$ cat src/tws_pkg.sv
// Constants, register map, status codes and state type of the two-wire slave receiver.
// Assumes a 50 MHz system clock; every user includes nothing and names tws_pkg:: directly.
package tws_pkg;

  // ---------------------------------------------------------------
  // Timing
  // ---------------------------------------------------------------
  localparam int CLK_NS = 20;
  localparam int SPIKE_NS = 50;
  localparam int SPIKE_CYC = (SPIKE_NS + CLK_NS - 1) / CLK_NS;
  localparam logic [2:0] SPIKE_LAST = 3'(SPIKE_CYC - 1);
  localparam int HALF_NS = 5000;
  localparam int HALF_CYC = HALF_NS / CLK_NS;

  // ---------------------------------------------------------------
  // Register map and fields
  // ---------------------------------------------------------------
  localparam logic [1:0] REG_CTRL = 2'h0;
  localparam logic [1:0] REG_STAT = 2'h1;
  localparam logic [1:0] REG_DATA = 2'h2;
  localparam logic [1:0] REG_OWN = 2'h3;
  localparam int CTRL_DONE = 7;
  localparam int CTRL_ACK = 6;
  localparam int CTRL_START = 5;
  localparam int CTRL_STOP = 4;
  localparam int CTRL_MTX = 3;
  localparam int CTRL_EN = 2;
  localparam int CTRL_MRX = 1;
  localparam int CTRL_IE = 0;
  localparam int STAT_CODE_LSB = 3;
  localparam int OWN_GCE_BIT = 0;
  localparam logic [7:0] OWN_RESET = 8'h00;
  localparam logic [7:0] DATA_RESET = 8'h00;

  // ---------------------------------------------------------------
  // Bus constants
  // ---------------------------------------------------------------
  localparam logic [3:0] LAST_BIT = 4'h8;
  localparam logic [7:0] GCALL_ADDR = 8'h00;
  localparam logic RW_WRITE = 1'b0;
  localparam logic [7:0] ALL_RELEASED = 8'hFF;

  // ---------------------------------------------------------------
  // Status codes, prescaler bits as zero
  // ---------------------------------------------------------------
  localparam logic [7:0] CODE_IDLE = 8'hF8;
  localparam logic [7:0] CODE_START_SENT = 8'h08;
  localparam logic [7:0] CODE_MTX_ADDR_ACK = 8'h18;
  localparam logic [7:0] CODE_MTX_ADDR_NACK = 8'h20;
  localparam logic [7:0] CODE_MTX_DATA_ACK = 8'h28;
  localparam logic [7:0] CODE_MTX_DATA_NACK = 8'h30;
  localparam logic [7:0] CODE_MRX_ADDR_ACK = 8'h40;
  localparam logic [7:0] CODE_MRX_ADDR_NACK = 8'h48;
  localparam logic [7:0] CODE_MRX_DATA_ACK = 8'h50;
  localparam logic [7:0] CODE_MRX_DATA_NACK = 8'h58;
  localparam logic [7:0] CODE_OWN_ADDR = 8'h60;
  localparam logic [7:0] CODE_LOST_OWN_ADDR = 8'h68;
  localparam logic [7:0] CODE_GCALL_ADDR = 8'h70;
  localparam logic [7:0] CODE_LOST_GCALL_ADDR = 8'h78;
  localparam logic [7:0] CODE_OWN_DATA_ACK = 8'h80;
  localparam logic [7:0] CODE_OWN_DATA_NACK = 8'h88;
  localparam logic [7:0] CODE_GCALL_DATA_ACK = 8'h90;
  localparam logic [7:0] CODE_GCALL_DATA_NACK = 8'h98;
  localparam logic [7:0] CODE_STOP_RESTART = 8'hA0;

  typedef enum logic [2:0] {
    S_IDLE,
    S_RX,
    S_ACK,
    S_HOLD,
    S_M_START,
    S_M_SEND,
    S_M_STOP
  } tws_state_e;

endpackage

$ cat src/tws_slave_rx.sv
// Two-wire serial unit: slave receiver with START, address and STOP generation as master.
// Assumes open-drain wiring outside: the bench resolves each line from the output enables.
//
// Behaviour
// - Each packet is eight data bits plus one acknowledge bit.
// - Acknowledge is data held low in the ninth clock; high means no acknowledge.
// - Receiver answers last or unwanted byte with not-acknowledge.
// - Bytes travel most significant bit first.
// - Master makes clock, START and STOP; receiver makes acknowledges.
// - Transfer is START, address, data, STOP; START then STOP is illegal.
// - Slaves may stretch clock low; master waits for the line to rise.
// - Own-address bits 7 to 1 hold the seven-bit slave address.
// - Own-address bit 0 enables general call recognition.
// - Interrupt when done flag, interrupt enable and global enable are all set.
// - When the done flag sets, the status code describes the bus state.
// - Writing one clears the done flag; no bus action while it is set.
// - A sent START sets the done flag with a START-sent code.
// - Address with write bit enters master transmit, read bit master receive.
// - Status codes assume prescaler bits zero; software masks them.
// - Own write address received and acknowledged reports 0x60.
// - After lost arbitration, own address reports 0x68, general call 0x78.
// - Own-address data bytes report 0x80 acknowledged, 0x88 not acknowledged.
// - General-call data bytes report 0x90 acknowledged, 0x98 not acknowledged.
// - STOP or repeated START while addressed reports 0xA0.
// - After clearing, next byte is acknowledged exactly when acknowledge enable is set.
// - After 0x88, 0x98, 0xA0 the unit is not addressed; START request waits free bus.
// - Enable hands the pins to the unit as filtered open-drain lines.
//
// The register addresses and the address-and-strobe port were decided locally.
module tws_slave_rx #(
  parameter int HALF_CYC = tws_pkg::HALF_CYC,
  parameter int CNT_W = 16
) (
  // Clock and reset
  input wire logic i_ref_clk,
  input wire logic i_rst,
  // Register port
  input wire logic [1:0] i_addr,
  input wire logic [7:0] i_wdata,
  input wire logic i_wr,
  input wire logic i_rd,
  output logic [7:0] o_rdata,
  // Interrupt
  input wire logic i_global_irq_en,
  output logic o_irq,
  // Bus lines
  input wire logic i_scl,
  output logic o_scl,
  output logic o_scl_oe,
  input wire logic i_sda,
  output logic o_sda,
  output logic o_sda_oe,
  // Pin ownership
  output logic o_link_owns_pins
);

  // ---------------------------------------------------------------
  // Declarations
  // ---------------------------------------------------------------
  localparam logic [CNT_W-1:0] HALF_LAST = CNT_W'(HALF_CYC - 1);
  localparam logic [CNT_W-1:0] HALF_MID = CNT_W'(HALF_CYC / 2);

  tws_pkg::tws_state_e st_reg, st_next;
  logic [3:0] bitcnt_reg, bitcnt_next;
  logic [7:0] shift_reg, shift_next;
  logic [7:0] tx_reg, tx_next;
  logic [CNT_W-1:0] mcnt_reg, mcnt_next;
  logic scl_low_reg, scl_low_next;
  logic sda_low_reg, sda_low_next;
  logic addressed_reg, addressed_next;
  logic gcall_reg, gcall_next;
  logic arb_lost_reg, arb_lost_next;
  logic addr_phase_reg, addr_phase_next;
  logic master_reg, master_next;
  logic mtx_reg, mtx_next;
  logic mrx_reg, mrx_next;
  logic ack_given_reg, ack_given_next;
  logic ack_bit_reg, ack_bit_next;
  logic [7:0] code_reg, code_next;
  logic set_done;
  logic data_load;
  logic stop_done;

  logic done_reg, ack_en_reg, start_req_reg, stop_req_reg, en_reg, ie_reg;
  logic [1:0] presc_reg;
  logic [7:0] data_reg, own_reg, rdata_reg;
  logic irq_reg, owns_reg, line_level_reg, busy_reg, scl_prev_reg, sda_prev_reg;
  logic [1:0] line_f;

  // ---------------------------------------------------------------
  // Pin synchronisers and spike filters
  // ---------------------------------------------------------------
  wire [1:0] pin_in = {i_sda, i_scl};

  genvar g;
  generate
    for (g = 0; g < 2; g++) begin : g_line
      logic [2:0] sync_reg;
      logic [2:0] cnt_reg;
      logic filt_reg;
      wire agree = sync_reg[1] == sync_reg[2];
      wire differ = agree && (sync_reg[2] != filt_reg);
      // A level must stand for the whole spike window before it is believed.
      always_ff @(posedge i_ref_clk or posedge i_rst) begin
        if (i_rst) begin
          sync_reg <= 3'h7;
          cnt_reg <= 3'h0;
          filt_reg <= 1'b1;
        end else begin
          sync_reg <= {sync_reg[1:0], pin_in[g]};
          if (!differ) begin
            cnt_reg <= 3'h0;
          end else if (cnt_reg == tws_pkg::SPIKE_LAST) begin
            filt_reg <= sync_reg[2];
            cnt_reg <= 3'h0;
          end else begin
            cnt_reg <= cnt_reg + 3'h1;
          end
        end
      end
      assign line_f[g] = filt_reg;
    end
  endgenerate

  // ---------------------------------------------------------------
  // Bus event decode
  // ---------------------------------------------------------------
  wire scl_f = line_f[0];
  wire sda_f = line_f[1];
  wire scl_rise = scl_f && !scl_prev_reg;
  wire scl_fall = !scl_f && scl_prev_reg;
  wire start_det = scl_f && scl_prev_reg && sda_prev_reg && !sda_f;
  wire stop_det = scl_f && scl_prev_reg && !sda_prev_reg && sda_f;
  wire bus_cond = start_det || stop_det;
  wire own_cond = (st_reg == tws_pkg::S_M_START) || (st_reg == tws_pkg::S_M_STOP);
  wire byte_done = bitcnt_reg == tws_pkg::LAST_BIT;
  wire rx_data = mrx_reg && !addr_phase_reg;
  wire ack_ok = !ack_bit_reg;

  wire own_match = (shift_reg[7:1] == own_reg[7:1]) && (shift_reg[0] == tws_pkg::RW_WRITE);
  wire gc_match = (shift_reg == tws_pkg::GCALL_ADDR) && own_reg[tws_pkg::OWN_GCE_BIT];
  // A new address is refused while software still owns the previous event.
  wire addr_hit = ack_en_reg && !done_reg && (own_match || gc_match);

  wire [7:0] slave_addr_code = gcall_reg ?
      (arb_lost_reg ? tws_pkg::CODE_LOST_GCALL_ADDR : tws_pkg::CODE_GCALL_ADDR) :
      (arb_lost_reg ? tws_pkg::CODE_LOST_OWN_ADDR : tws_pkg::CODE_OWN_ADDR);
  wire [7:0] slave_data_code = gcall_reg ?
      (ack_given_reg ? tws_pkg::CODE_GCALL_DATA_ACK : tws_pkg::CODE_GCALL_DATA_NACK) :
      (ack_given_reg ? tws_pkg::CODE_OWN_DATA_ACK : tws_pkg::CODE_OWN_DATA_NACK);
  wire [7:0] slave_code = addr_phase_reg ? slave_addr_code : slave_data_code;
  wire [7:0] mtx_code = addr_phase_reg ?
      (ack_ok ? tws_pkg::CODE_MTX_ADDR_ACK : tws_pkg::CODE_MTX_ADDR_NACK) :
      (ack_ok ? tws_pkg::CODE_MTX_DATA_ACK : tws_pkg::CODE_MTX_DATA_NACK);
  wire [7:0] mrx_code = addr_phase_reg ?
      (ack_ok ? tws_pkg::CODE_MRX_ADDR_ACK : tws_pkg::CODE_MRX_ADDR_NACK) :
      (ack_ok ? tws_pkg::CODE_MRX_DATA_ACK : tws_pkg::CODE_MRX_DATA_NACK);
  wire [7:0] master_code = (addr_phase_reg ? shift_reg[0] : mrx_reg) ? mrx_code : mtx_code;

  // ---------------------------------------------------------------
  // Register port decode
  // ---------------------------------------------------------------
  wire wr_ctrl = i_wr && (i_addr == tws_pkg::REG_CTRL);
  wire wr_stat = i_wr && (i_addr == tws_pkg::REG_STAT);
  wire wr_data = i_wr && (i_addr == tws_pkg::REG_DATA);
  wire wr_own = i_wr && (i_addr == tws_pkg::REG_OWN);
  wire [7:0] ctrl_view = {done_reg, ack_en_reg, start_req_reg, stop_req_reg,
                          mtx_reg, en_reg, mrx_reg, ie_reg};
  wire [7:0] stat_view = {code_reg[7:tws_pkg::STAT_CODE_LSB], 1'b0, presc_reg};
  wire [7:0] rd_mux = (i_addr == tws_pkg::REG_CTRL) ? ctrl_view :
                      (i_addr == tws_pkg::REG_STAT) ? stat_view :
                      (i_addr == tws_pkg::REG_DATA) ? data_reg : own_reg;
  // The set wins over a clear written in the same cycle.
  wire done_next = set_done ? 1'b1 :
                   (wr_ctrl && i_wdata[tws_pkg::CTRL_DONE]) ? 1'b0 : done_reg;
  wire stop_req_next = wr_ctrl ? i_wdata[tws_pkg::CTRL_STOP] :
                       stop_done ? 1'b0 : stop_req_reg;
  wire [7:0] data_next = data_load ? shift_reg : wr_data ? i_wdata : data_reg;
  wire irq_next = done_reg && ie_reg && i_global_irq_en;

  // ---------------------------------------------------------------
  // Transfer state machine
  // ---------------------------------------------------------------
  always_comb begin
    st_next = st_reg;
    bitcnt_next = bitcnt_reg;
    shift_next = shift_reg;
    tx_next = tx_reg;
    mcnt_next = mcnt_reg;
    scl_low_next = scl_low_reg;
    sda_low_next = sda_low_reg;
    addressed_next = addressed_reg;
    gcall_next = gcall_reg;
    arb_lost_next = arb_lost_reg;
    addr_phase_next = addr_phase_reg;
    master_next = master_reg;
    mtx_next = mtx_reg;
    mrx_next = mrx_reg;
    ack_given_next = ack_given_reg;
    ack_bit_next = ack_bit_reg;
    code_next = code_reg;
    set_done = 1'b0;
    data_load = 1'b0;
    stop_done = 1'b0;
    if (!en_reg) begin
      st_next = tws_pkg::S_IDLE;
      scl_low_next = 1'b0;
      sda_low_next = 1'b0;
      addressed_next = 1'b0;
      master_next = 1'b0;
      mtx_next = 1'b0;
      mrx_next = 1'b0;
    end else if (bus_cond && !own_cond) begin
      if (addressed_reg) begin
        set_done = 1'b1;
        code_next = tws_pkg::CODE_STOP_RESTART;
      end
      addressed_next = 1'b0;
      master_next = 1'b0;
      mtx_next = 1'b0;
      mrx_next = 1'b0;
      arb_lost_next = 1'b0;
      scl_low_next = 1'b0;
      sda_low_next = 1'b0;
      bitcnt_next = 4'h0;
      addr_phase_next = 1'b1;
      st_next = start_det ? tws_pkg::S_RX : tws_pkg::S_IDLE;
    end else begin
      case (st_reg)
        tws_pkg::S_IDLE: begin
          if (start_req_reg && !done_reg && !busy_reg) begin
            sda_low_next = 1'b1;
            mcnt_next = '0;
            st_next = tws_pkg::S_M_START;
          end
        end
        tws_pkg::S_RX: begin
          if (scl_rise && !byte_done) begin
            shift_next = {shift_reg[6:0], sda_f};
            bitcnt_next = bitcnt_reg + 4'h1;
          end else if (scl_fall && byte_done) begin
            if (!addr_phase_reg) begin
              ack_given_next = ack_en_reg;
              sda_low_next = ack_en_reg;
              st_next = tws_pkg::S_ACK;
            end else if (addr_hit) begin
              ack_given_next = 1'b1;
              sda_low_next = 1'b1;
              addressed_next = 1'b1;
              gcall_next = gc_match && !own_match;
              st_next = tws_pkg::S_ACK;
            end else begin
              st_next = tws_pkg::S_IDLE;
            end
          end
        end
        tws_pkg::S_ACK: begin
          if (scl_fall) begin
            sda_low_next = 1'b0;
            scl_low_next = 1'b1;
            set_done = 1'b1;
            code_next = slave_code;
            data_load = !addr_phase_reg;
            addr_phase_next = 1'b0;
            if (!addr_phase_reg && !ack_given_reg) begin
              addressed_next = 1'b0;
            end
            st_next = tws_pkg::S_HOLD;
          end
        end
        tws_pkg::S_HOLD: begin
          if (!done_reg) begin
            bitcnt_next = 4'h0;
            mcnt_next = '0;
            if (!master_reg) begin
              scl_low_next = 1'b0;
              st_next = addressed_reg ? tws_pkg::S_RX : tws_pkg::S_IDLE;
            end else if (stop_req_reg && !addr_phase_reg) begin
              sda_low_next = 1'b1;
              st_next = tws_pkg::S_M_STOP;
            end else begin
              tx_next = rx_data ? tws_pkg::ALL_RELEASED : data_reg;
              st_next = tws_pkg::S_M_SEND;
            end
          end
        end
        tws_pkg::S_M_START: begin
          mcnt_next = mcnt_reg + 1'b1;
          if (mcnt_reg == HALF_LAST) begin
            scl_low_next = 1'b1;
            master_next = 1'b1;
            set_done = 1'b1;
            code_next = tws_pkg::CODE_START_SENT;
            addr_phase_next = 1'b1;
            arb_lost_next = 1'b0;
            st_next = tws_pkg::S_HOLD;
          end
        end
        tws_pkg::S_M_SEND: begin
          if (scl_low_reg) begin
            mcnt_next = mcnt_reg + 1'b1;
            // Data moves mid-way through the low phase, never beside a clock edge.
            if (mcnt_reg == HALF_MID) begin
              sda_low_next = byte_done ? (rx_data && ack_en_reg) : !tx_reg[7];
            end
            if (mcnt_reg == HALF_LAST) begin
              scl_low_next = 1'b0;
              mcnt_next = '0;
            end
          end else if (scl_f) begin
            mcnt_next = mcnt_reg + 1'b1;
            if (scl_rise && !byte_done) begin
              shift_next = {shift_reg[6:0], sda_f};
              if (tx_reg[7] && !sda_f && !rx_data) begin
                master_next = 1'b0;
                mtx_next = 1'b0;
                mrx_next = 1'b0;
                arb_lost_next = addr_phase_reg;
                sda_low_next = 1'b0;
                bitcnt_next = bitcnt_reg + 4'h1;
                st_next = tws_pkg::S_RX;
              end
            end
            if (scl_rise && byte_done) begin
              ack_bit_next = sda_f;
            end
            if (mcnt_reg == HALF_LAST) begin
              scl_low_next = 1'b1;
              mcnt_next = '0;
              tx_next = {tx_reg[6:0], 1'b1};
              if (byte_done) begin
                set_done = 1'b1;
                code_next = master_code;
                data_load = rx_data;
                if (addr_phase_reg) begin
                  mtx_next = shift_reg[0] == tws_pkg::RW_WRITE;
                  mrx_next = shift_reg[0] != tws_pkg::RW_WRITE;
                end
                addr_phase_next = 1'b0;
                st_next = tws_pkg::S_HOLD;
              end else begin
                bitcnt_next = bitcnt_reg + 4'h1;
              end
            end
          end
        end
        tws_pkg::S_M_STOP: begin
          if (scl_low_reg) begin
            mcnt_next = mcnt_reg + 1'b1;
            if (mcnt_reg == HALF_LAST) begin
              scl_low_next = 1'b0;
              mcnt_next = '0;
            end
          end else if (scl_f) begin
            mcnt_next = mcnt_reg + 1'b1;
            if (mcnt_reg == HALF_LAST) begin
              sda_low_next = 1'b0;
              stop_done = 1'b1;
              master_next = 1'b0;
              mtx_next = 1'b0;
              mrx_next = 1'b0;
              st_next = tws_pkg::S_IDLE;
            end
          end
        end
        default: begin
          st_next = tws_pkg::S_IDLE;
        end
      endcase
    end
  end

  // ---------------------------------------------------------------
  // State registers
  // ---------------------------------------------------------------
  always_ff @(posedge i_ref_clk or posedge i_rst) begin
    if (i_rst) begin
      st_reg <= tws_pkg::S_IDLE;
      bitcnt_reg <= 4'h0;
      shift_reg <= 8'h00;
      tx_reg <= 8'h00;
      mcnt_reg <= '0;
      scl_low_reg <= 1'b0;
      sda_low_reg <= 1'b0;
      addressed_reg <= 1'b0;
      gcall_reg <= 1'b0;
      arb_lost_reg <= 1'b0;
      addr_phase_reg <= 1'b1;
      master_reg <= 1'b0;
      mtx_reg <= 1'b0;
      mrx_reg <= 1'b0;
      ack_given_reg <= 1'b0;
      ack_bit_reg <= 1'b1;
      code_reg <= tws_pkg::CODE_IDLE;
    end else begin
      st_reg <= st_next;
      bitcnt_reg <= bitcnt_next;
      shift_reg <= shift_next;
      tx_reg <= tx_next;
      mcnt_reg <= mcnt_next;
      scl_low_reg <= scl_low_next;
      sda_low_reg <= sda_low_next;
      addressed_reg <= addressed_next;
      gcall_reg <= gcall_next;
      arb_lost_reg <= arb_lost_next;
      addr_phase_reg <= addr_phase_next;
      master_reg <= master_next;
      mtx_reg <= mtx_next;
      mrx_reg <= mrx_next;
      ack_given_reg <= ack_given_next;
      ack_bit_reg <= ack_bit_next;
      code_reg <= code_next;
    end
  end

  // ---------------------------------------------------------------
  // Software registers and outputs
  // ---------------------------------------------------------------
  always_ff @(posedge i_ref_clk or posedge i_rst) begin
    if (i_rst) begin
      done_reg <= 1'b0;
      {ack_en_reg, start_req_reg, en_reg, ie_reg} <= 4'h0;
      stop_req_reg <= 1'b0;
      presc_reg <= 2'h0;
      data_reg <= tws_pkg::DATA_RESET;
      own_reg <= tws_pkg::OWN_RESET;
      rdata_reg <= 8'h00;
      irq_reg <= 1'b0;
      owns_reg <= 1'b0;
      line_level_reg <= 1'b0;
      busy_reg <= 1'b0;
      {scl_prev_reg, sda_prev_reg} <= 2'h3;
    end else begin
      done_reg <= done_next;
      if (wr_ctrl) begin
        ack_en_reg <= i_wdata[tws_pkg::CTRL_ACK];
        start_req_reg <= i_wdata[tws_pkg::CTRL_START];
        en_reg <= i_wdata[tws_pkg::CTRL_EN];
        ie_reg <= i_wdata[tws_pkg::CTRL_IE];
      end
      stop_req_reg <= stop_req_next;
      if (wr_stat) begin
        presc_reg <= i_wdata[1:0];
      end
      data_reg <= data_next;
      if (wr_own) begin
        own_reg <= i_wdata;
      end
      rdata_reg <= i_rd ? rd_mux : 8'h00;
      irq_reg <= irq_next;
      owns_reg <= en_reg;
      line_level_reg <= 1'b0;
      busy_reg <= en_reg && (start_det || (busy_reg && !stop_det));
      {scl_prev_reg, sda_prev_reg} <= {scl_f, sda_f};
    end
  end

  assign o_rdata = rdata_reg;
  assign o_irq = irq_reg;
  assign o_scl = line_level_reg;
  assign o_sda = line_level_reg;
  assign o_scl_oe = scl_low_reg;
  assign o_sda_oe = sda_low_reg;
  assign o_link_owns_pins = owns_reg;

endmodule // tws_slave_rx

$ cat config.mk
export PLATFORM = sky130hd
export DESIGN_NAME = tws_slave_rx
export DESIGN_NICKNAME = d
export VERILOG_FILES = /design/src/tws_pkg.sv /design/src/tws_slave_rx.sv
export SDC_FILE = /design/constraint.sdc
export NUM_CORES = 1
export LEC_CHECK = 0
export BUFFER_PORTS_ARGS = -buffer_cell sky130_fd_sc_hd__buf_2
export CORE_ASPECT_RATIO = 1.4
export CORE_UTILIZATION = 45
export CTS_BUF_LIST = sky130_fd_sc_hd__clkbuf_8 sky130_fd_sc_hd__clkbuf_16
export DETAILED_ROUTE_END_ITERATION = 10
export PLACE_DENSITY = 0.74
export SETUP_SLACK_MARGIN = 0.2
export SYNTH_ARGS = -nofsm -noshare
export SYNTH_HDL_FRONTEND = slang
export SYNTH_SLANG_ARGS = --single-unit
$ cat constraint.sdc
create_clock -name i_ref_clk -period 4.37 [get_ports i_ref_clk]
set_input_delay 0.6555 -clock i_ref_clk [delete_from_list [all_inputs] [get_ports i_ref_clk]]
set_output_delay 0.6555 -clock i_ref_clk [all_outputs]
set_load 0.03 [all_outputs]
==> metrics, run 1 <==
status complete, no violations; Tcrit/Tclk final 74.6%; PD cells 469 nW/um^2; Worst slew margin 16.2%; Layout Skew 0.00930 ns; # DRC 0; GRT overflow 0; CTS Sinks 106; main combinational cell family by area after synthesis simple AND/OR/NAND/NOR gates; GRT Util Overall 23.9%; CP startpoint kind register; Starting Density 46.0%; max reg flops 16; P_leak between 2 and 3 nW; top-area cell type share of the netlist area 37.8%; post-synthesis compound-gate area fraction 15.5%; Final Slew Violations 0; DRT iter0 DRCs 292; diodes inserted 0; Routed WL around 15000 um; final hold vios 0; min Tclk post-route 3.26 ns; crit path max-delay cell type dfrtp_1; most used flip-flop cell after synthesis dfrtp_1; post-DR vias/cell 6.24; Antenna Violating Nets Remaining 0; Post-synth EDFFs 0; Cells after Synth 589; Final setup viols 0; CP max FO 32; CP Data Arrival Time 3.47 ns; total number of vias 4736; Max VDD drop 0.205 mV; WHS 0.357 ns; part of the power in registers a little under half; post-synthesis sequential area ratio a little under half; RSZ-0062 raised after global routing no; # Max-Cap Violations 0; Reg clk slew, reported paths about 0.070 ns; Combinational Power Share 27.9%; full die area ~14000 um^2; largest cells by area after synthesis dfrtp_1 38%, dfstp_2 7.6%, mux2_2 5.5%; post-synthesis xor/xnor area fraction 3.25%; Die Y 137 um; CP Cell Sequence nand3b_1 -> nor3_4 -> a31oi_1 -> or4b_1 -> nor2_1 -> a21oi_1; post-CTS setup repair buffer count 0; CP top delay family simple AND/OR/NAND/NOR gates; Final TNS setup 0 ns; cell accounting for the most synthesized area dfrtp_1; ys async rst share 100%; Post-Synth Simple-Gate Area 20.7%; Setup CP Type register to register; Synth cell types 77; Buf/Inv on CP 0; Synth Cell Area 5900 um^2; Sw Share 36.6%; core footprint around 13000 um^2; min-delay worst type register to register; FP Rows 49; share of layout cells above drive strength 1 about 18%; number of global-route vias before repair 4586; Fmax achieved 307 MHz; WL per Instance 20.2 um; Worst Path Required about 4.6 ns; root buffer cell clkbuf_16; Ports 31; CTS HTree Levels 3; clock power share 27.0%; Worst-Margin Slew approximately 1.3 ns; die width 98.8 um; Synth Warn # 0; Nets 623; CP Capture Type register; largest net degree at the start of global routing 87; GPL Wtd Cong between 0.9 and 1; Detail Placement HPWL approximately 11000 um; First-pass DRT Iterations 8; syn avg cell area between 10 and 15 um^2; Yosys reg bits 106; Int Power between 1.5 and 2 mW; post-synthesis mux area share 10.7%; CTS resizes 0; CTS tree done; Psw around 1.1 mW; global-route wire length before repair roughly 25000 um; port bufs 28; Clk Latency, worst-skew pair 0.35 ns; initial antenna violation count 0; CTS Buf Count 9; cts-stage hold buffer count 0; Max clock buf depth 2; worst stage delay on the critical path about 0.99 ns; synth-to-layout area growth 8.27%; post-synthesis adder-cell area fraction 1.06%
-- final cells by class --
class | count | area (um^2)
Clock buffer | 9 | 225
Clock inverter | 7 | 63.8
Fill cell | 1171 | 6430
Inverter | 12 | 47.5
Multi-Input combinational cell | 442 | 3030
Sequential cell | 106 | 2670
Tap cell | 153 | 191
Timing Repair Buffer | 30 | 155
-- cells in the final DEF, fill, tap and decap left out, types with 4 or more instances in the layout --
cell type,synthesis,layout
nor3_1,25,25
a21oi_1,38,38
dfstp_2,17,17
nand2b_1,16,16
a21o_1,6,6
mux4_2,7,7
xor2_1,9,9
buf_2,8,28
mux2_2,29,29
mux2i_1,9,9
dfrtp_1,89,89
and3_1,6,6
nor2b_1,14,14
nor3b_1,6,6
nand2_1,36,36
o21ai_0,29,29
nand3_1,12,12
o211ai_1,4,4
nand4_1,4,4
ha_1,5,5
and2_1,10,10
o21ai_1,8,8
a21oi_2,4,4
nor2_1,56,56
o31ai_1,8,8
xnor2_1,11,11
inv_1,12,14
nand3b_1,9,9
nor4_1,5,5
clkbuf_16,0,9
a31oi_1,5,5
mux2_1,5,5
-- synth_stat cells, drive strengths merged (4+ instances only) --
library cell,instances
nor2,58
and3,6
dfstp,17
a21o,6
a31oi,5
nor3,28
inv,12
nand3,12
xor2,10
mux2i,9
nand2b,16
mux2,34
buf,16
ha,5
mux4,7
o21ai,37
a21oi,42
and2,10
xnor2,11
nand3b,9
clkbuf,14
nor2b,14
nand2,36
dfrtp,89
nor4,7
o31ai,9
nor3b,6
o211ai,5
nand4,4
-- routing by layer --
metal	track usage (%)	routed length [um]	up-vias	part of all wire, %
li1	-	-	2153	-
met1	26.9	5970	2370	39
met2	43.5	8120	167	53
met3	3.09	559	46	3.6
met4	13.4	702	0	4.6
met5	0	0	-	0
-- kinds of logic after synthesis --
group / count (synthesis)
XOR/XNOR: 21
AO/OA/AOI/OAI: 140
flip-flops: 106
AND/OR/NAND/NOR: 224
multiplexers: 50
adder cells (fa/ha/maj): 5
other: 1
buffers and inverters: 42
-- power by group through the flow --
| stage | Combinational (mW) | Sequential (mW) | Clock, mW |
|---|---|---|---|
| after floorplan | 0.682 | 1.25 | 0 |
| after global placement | 0.797 | 1.35 | 0 |
| after CTS | 0.823 | 1.35 | 0.822 |
| after global routing | 0.928 | 1.37 | 0.855 |
| final | 0.834 | 1.35 | 0.807 |
| after detailed placement | 0.818 | 1.36 | 0 |
-- stage by stage --
step | setup slack [ns] | total power [mW] | area [um^2] | instances | util [%]
2_1_floorplan | 0.954 | 1.93 | 5900 | 590 | -
3_3_place_gp | 1.38 | 2.15 | 6100 | 743 | 47.6
3_5_place_dp | 1.23 | 2.18 | 6100 | 743 | 47.6
4_1_cts | 1.21 | 2.99 | 6390 | 759 | 49.8
5_1_grt | 1.00 | 3.16 | 6390 | 759 | 49.8
6_report | 1.11 | 2.99 | 6390 | 759 | 49.8
-- worst paths after layout --
| check | startpoint | to | slack [ns] | cells after the start |
|---|---|---|---|---|
| setup / recovery | st_reg[0]$_DFFE_PP0P_ | data_reg[6]$_DFFE_PP0P_ | 1.11 | 6 |
| hold / removal | g_line[0].sync_reg[0]$_DFF_PP1_ | g_line[0].sync_reg[1]$_DFF_PP1_ | 0.36 | 0 |
| setup reg to reg | st_reg[0]$_DFFE_PP0P_ | data_reg[6]$_DFFE_PP0P_ | 1.11 | 6 |
| hold reg to reg | g_line[0].sync_reg[0]$_DFF_PP1_ | g_line[0].sync_reg[1]$_DFF_PP1_ | 0.36 | 0 |
| max in group asynchronous | i_rst | g_line[0].sync_reg[2]$_DFF_PP1_ | 2.91 | 3 |
| min in group asynchronous | i_rst | shift_reg[4]$_DFFE_PP0P_ | 0.53 | 2 |
Power figures use the tool's default switching activity.
==> inputs of run 2 (changes only) <==
clock period = 3.2 ns   (was 4.37 ns; I/O delays follow)
==> metrics, run 2 (synthesis results as in run 1) <==
# Max-Cap Violations 0 (unchanged); P_leak 2.93 nW (+3.5%); CP Capture Type register; Final TNS setup 0 ns (unchanged); First-pass DRT Iterations 6 (-2); post-DR vias/cell 6.23 (about the same); CP top delay family compound AO/OA/AOI/OAI gates; GRT Util Overall 24.9% (+1.0 points); Nets 643 (+3.2%); FP Rows 49 (unchanged); GRT overflow 0 (unchanged); # DRC 0 (unchanged); number of global-route vias before repair 4969 (+8.4%); Antenna Violating Nets Remaining 0 (unchanged); GPL Wtd Cong 1.04 (+6.6%); Worst-Margin Slew 0.873 ns (-0.382 ns); Setup CP Type register to register; Reg2Reg Launch Point st_reg[0]$_DFFE_PP0P_; CTS Buf Count 9 (unchanged); Clk Latency, worst-skew pair 0.35 ns (about the same); Worst slew margin 41.3% (+25 points); Die Y 137 um (unchanged); Tcrit/Tclk final 83.6% (+9.0 points); Routed WL 16000 um (+4.3%); port bufs 28 (unchanged); status complete, no violations; Fmax achieved 374 MHz (+22%); CP Data Arrival Time 2.90 ns (-0.57 ns); initial antenna violation count 0 (unchanged); CTS resizes 0 (unchanged); synth-to-layout area growth 11.5%; die width 98.8 um (unchanged); total number of vias 4856 (+2.5%); crit path max-delay cell type dfrtp_1; root buffer cell clkbuf_16; CP Cell Sequence nor2b_1 -> o31ai_4 -> a31oi_1 -> nor4_1 -> o311ai_1 -> a32o_1; Max VDD drop 0.352 mV (+72%); CTS HTree Levels 3 (unchanged); largest net degree at the start of global routing 53 (-39%); share of layout cells above drive strength 1 21.4% (+3.1 points); CTS Sinks 106 (unchanged); Max clock buf depth 2 (unchanged); Layout Skew 0.00950 ns (+0.000204 ns); global-route wire length before repair 25700 um (+3.8%); Ports 31 (unchanged); max reg flops 16 (unchanged); CP max FO 23 (-28%); Final Slew Violations 0 (unchanged); CP startpoint kind register; WL per Instance 20.6 um (+1.6%); final hold vios 0 (unchanged); CP Launch Point st_reg[0]$_DFFE_PP0P_; worst stage delay on the critical path 0.75 ns (-0.24 ns); CTS tree done; hold path startpoint i_sda; PD cells 642 nW/um^2 (+37%); Final Util 51.3% (+1.5 points); Starting Density 46.0% (unchanged); RSZ-0062 raised after global routing no; most frequent cells in the layout 89 x dfrtp_1, 56 x nor2_1, 38 x a21oi_1; Buf/Inv on CP 0 (unchanged); cts-stage hold buffer count 0 (unchanged); most common cell after layout, fill and taps aside dfrtp_1; DRT iter0 DRCs 290 (-0.68%); diodes inserted 0 (unchanged); Detail Placement HPWL 12000 um (+6.2%); post-CTS setup repair buffer count 0 (unchanged); Fillers 1133 (-3.2%); Reg clk slew, reported paths 0.07 ns (about the same); min Tclk post-route 2.68 ns (-0.585 ns); Worst Path Required 3.43 ns (-1.15 ns); core footprint 12800 um^2 (unchanged); full die area 13600 um^2 (unchanged); Final setup viols 0 (unchanged); min-delay worst type primary input to register
==> run 2: cell types whose count changed in the layout (fill, tap and decap cells not counted), sizes merged <==
cell / delta
clkinv: -1
clkinvlp: +2
clkbuf: +2
buf: +20
inv: -3
==> run 2: final timing paths <==
path | end | slack, ns | depth (start not counted)
max | o_sda_oe$_DFFE_PP0P_ | 0.52 | 6
min | g_line[1].sync_reg[0]$_DFF_PP1_ | 0.22 | 1
max reg2reg | o_sda_oe$_DFFE_PP0P_ | 0.52 | 6
min reg2reg | g_line[0].sync_reg[1]$_DFF_PP1_ | 0.36 | 0
max in group asynchronous | g_line[1].filt_reg$_DFFE_PP1P_ | 2.17 | 3
min in group asynchronous | bitcnt_reg[3]$_DFFE_PP0P_ | 0.23 | 2
==> run 2: through the flow <==
step | std cells | power [mW] | setup WS, ns | hold WS, ns | instance area, um^2
finish | 779 | 4.22 | 0.525 | 0.223 | 6570
global route | 779 | 4.43 | 0.402 | 0.215 | 6570
CTS | 779 | 4.22 | 0.581 | 0.214 | 6570
detailed placement | 763 | 3.06 | 0.597 | 0.351 | 6260
global placement | 763 | 3.04 | 0.643 | 0.346 | 6260
floorplan | 590 | 2.64 | 0.937 | 0.345 | 5910
==> run 2: metal layers <==
layer	track usage (%)	share of wire (%)
met1	26.3	37
met2	45.1	52
met3	5.07	4.5
met4	16.3	6.3
met5	0	0
==> run 2: area by class of cell <==
cell class / instances / area [um^2] / area share [%]
multi-input combinational: 442 / 3030 / 46.1
sequential: 106 / 2670 / 40.7
timing repair buffer: 50 / 318 / 4.83
clock buffer: 11 / 253 / 3.84
tap: 153 / 191 / 2.91
clock inverter: 5 / 60.1 / 0.914
inverter: 12 / 48.8 / 0.742
==> run 2: power by group <==
| part | switching (mW) | internal (mW) |
|---|---|---|
| combinational | 0.771 | 0.524 |
| sequential | 0.245 | 1.53 |
| clock | 0.495 | 0.653 |
==> inputs of run 3 (changes only) <==
PLACE_DENSITY = 0.76   (was 0.74)
clock period = 2.18 ns   (was 3.2 ns; I/O delays follow)
==> metrics, run 3 (synthesis results as in run 1) <==
PD cells 961 nW/um^2 (+50%); clock power share 22.0% (-5.2 points); CTS Sinks 106 (unchanged); P_leak 3.74 nW (+28%); diodes inserted 0 (unchanged); status finished, violations left; footprint of the multi-input gates 3740 um^2 (+23%); die width 98.8 um (unchanged); worst stage delay on the critical path 0.38 ns (-0.37 ns); number of global-route vias before repair 5563 (+12%); # DRC 0 (unchanged); Die Y 137 um (unchanged); Starting Density 46.0% (unchanged); Reg clk slew, reported paths 0.07 ns (about the same); Clk Latency, worst-skew pair 0.36 ns (about the same); Layout Skew 0.00951 ns (+0.0000130 ns); violated checks negative setup slack; RR Endpoint o_sda_oe$_DFFE_PP0P_; Final setup viols 13 (+13); final setup margin -0.187 ns (-0.712 ns); First-pass DRT Iterations 5 (-1); Max clock buf depth 2 (unchanged); crit path max-delay cell type nor4_2; placed cell area 6720 um^2 (+7.4%); reg-to-reg slack, setup -0.19 ns (-0.71 ns); Sw Share 37.0% (+1.2 points); post-DR vias/cell 6.25 (+0.26%); Combinational Power Share 46.9% (+16 points); DRT iter0 DRCs 374 (+29%); Setup CP Type register to register; FP Rows 49 (unchanged); GPL Wtd Cong 0.985 (-5.5%); RSZ-0062 raised after global routing yes; Nets 749 (+16%); Fillers 909 (-20%); most common cell after layout, fill and taps aside buf_4; total number of vias 5531 (+14%); Worst slew margin 50.7% (+9.4 points); Tcrit/Tclk final 109% (+25 points); synth-to-layout area growth 41.1%; Detail Placement HPWL 12300 um (+2.6%); GRT Util Overall 28.7% (+3.8 points); WL per Instance 22.1 um (+7.6%); CP Capture Type register; CP Cell Sequence inv_2 -> ha_4 -> nand3b_1 -> buf_4 -> a41o_1 -> buf_4 -> nor3_1 -> nor4_2 -> o311ai_1 -> a32o_1; Max VDD drop 0.590 mV (+68%); GRT overflow 0 (unchanged); Worst Hold Depth 1 (unchanged); min Tclk post-route 2.37 ns (-0.308 ns); Routed WL 19600 um (+22%); largest net degree at the start of global routing 107 (+100%); CP max FO 3 (-87%); CP startpoint kind register; final hold vios 0 (unchanged); Worst Path Required 2.43 ns (-1.00 ns); CTS tree done; full die area 13600 um^2 (unchanged); hold path startpoint i_sda; fin area 8320 um^2 (+27%); min-delay worst type primary input to register; Final Slew Violations 0 (unchanged); R2R cell count 10 (+4); Worst-Margin Slew 0.737 ns (-0.136 ns); port bufs 28 (unchanged); Reg area 2680 um^2 (+0.28%); most frequent cells in the layout 97 x buf_4, 83 x dfrtp_1, 45 x nor2_1; Antenna Violating Nets Remaining 0 (unchanged); CTS Buf Count 9 (unchanged); most frequent CP cell buf_4; # Max-Cap Violations 0 (unchanged); Int Power 5.04 mW (+86%); share of layout cells above drive strength 1 46.7% (+25 points); Total Power Consumption 8.00 mW (+90%); core footprint 12800 um^2 (unchanged); Psw 2.96 mW (+96%); initial antenna violation count 0 (unchanged); max reg flops 16 (unchanged); part of the power in registers 31.1% (-11 points); Hold EP g_line[1].sync_reg[0]$_DFF_PP1_; Reg2Reg Launch Point bitcnt_reg[0]$_DFFE_PP0P_; CTS HTree Levels 3 (unchanged); Fmax achieved 422 MHz (+13%); CP Data Arrival Time 2.62 ns (-0.28 ns); Ports 31 (unchanged); global-route wire length before repair 29300 um (+14%); Place WS -0.0826 ns (-0.679 ns); root buffer cell clkbuf_16
==> run 3: changes by cell type in the layout (fill, tap and decap cells not counted), sizes merged <==
cell / previous run / this run
buf: 50 / 153
a21oi: 42 / 43
bufinv: 1 / 2
inv: 12 / 13
==> run 3: layout make-up <==
class                      count  area share, %
clock buffer                   9           2.71
tap                          153           2.30
inverter                      12          0.586
sequential                   106           32.2
clock inverter                 7           1.13
multi-input combinational    443           44.9
timing repair buffer         155           16.1
==> run 3: power by group through the flow <==
stage | sequential (mW) | clock (mW) | combinational [mW]
2_1_floorplan | 2.50 | 0 | 1.39
3_3_place_gp | 2.49 | 0 | 2.33
3_5_place_dp | 2.50 | 0 | 2.37
4_1_cts | 2.48 | 1.78 | 3.11
5_1_grt | 2.51 | 1.87 | 3.95
6_report | 2.49 | 1.76 | 3.75
==> run 3: worst max-delay path by stage <==
| stage | from | to | slack (ns) |
|---|---|---|---|
| final | bitcnt_reg[0]$_DFFE_PP0P_ | o_sda_oe$_DFFE_PP0P_ | -0.19 |
| after CTS | mcnt_reg[1]$_DFFE_PP0P_ | data_reg[1]$_DFFE_PP0P_ | -0.03 |
| after global placement | bitcnt_reg[0]$_DFFE_PP0P_ | o_sda_oe$_DFFE_PP0P_ | -0.03 |
| after global routing | bitcnt_reg[0]$_DFFE_PP0P_ | o_sda_oe$_DFFE_PP0P_ | -0.25 |
| after floorplan | mcnt_reg[1]$_DFFE_PP0P_ | data_reg[0]$_DFFE_PP0P_ | 0.003 |
| after detailed placement | bitcnt_reg[0]$_DFFE_PP0P_ | bitcnt_reg[2]$_DFFE_PP0P_ | -0.08 |
==> run 3: timing repair <==
item / CTS / global route
endpoints found under the setup margin: 57 / 63
hold buffers: 0 / 0
setup buffers: 25 / 24
cloned: 6 / 2
pin swaps: 44 / 47
gates resized for setup: 102 / 81
==> run 3: stage by stage <==
step	util [%]	std cells	hold slack (ns)	TNS [ns]
3_5_place_dp	52.5	812	0.348	-0.538
5_1_grt	65.0	885	0.0510	-1.54
6_report	65.0	885	0.0630	-0.539
2_1_floorplan	-	590	0.331	0
3_3_place_gp	52.5	812	0.347	-0.0576
4_1_cts	60.6	859	0.0585	-0.122
==> run 3: critical path, delay by kind of cell, from the launching register on <==
family	cells	cell delay, ns
and+or+nand+nor	3	0.68
AOI/OAI and AO/OA	3	0.68
buffers and inverters	3	0.38
DFF	1	0.36
adders and majority gates	1	0.15
==> run 3: metal layers <==
layer  track usage [%]  vias up  wire length, um
met5                 0        -                0
met4              23.3        0             1770
met3              5.38      121              945
met2              51.1      265             9930
met1              29.5     2719             6930
li1                  -     2426                -
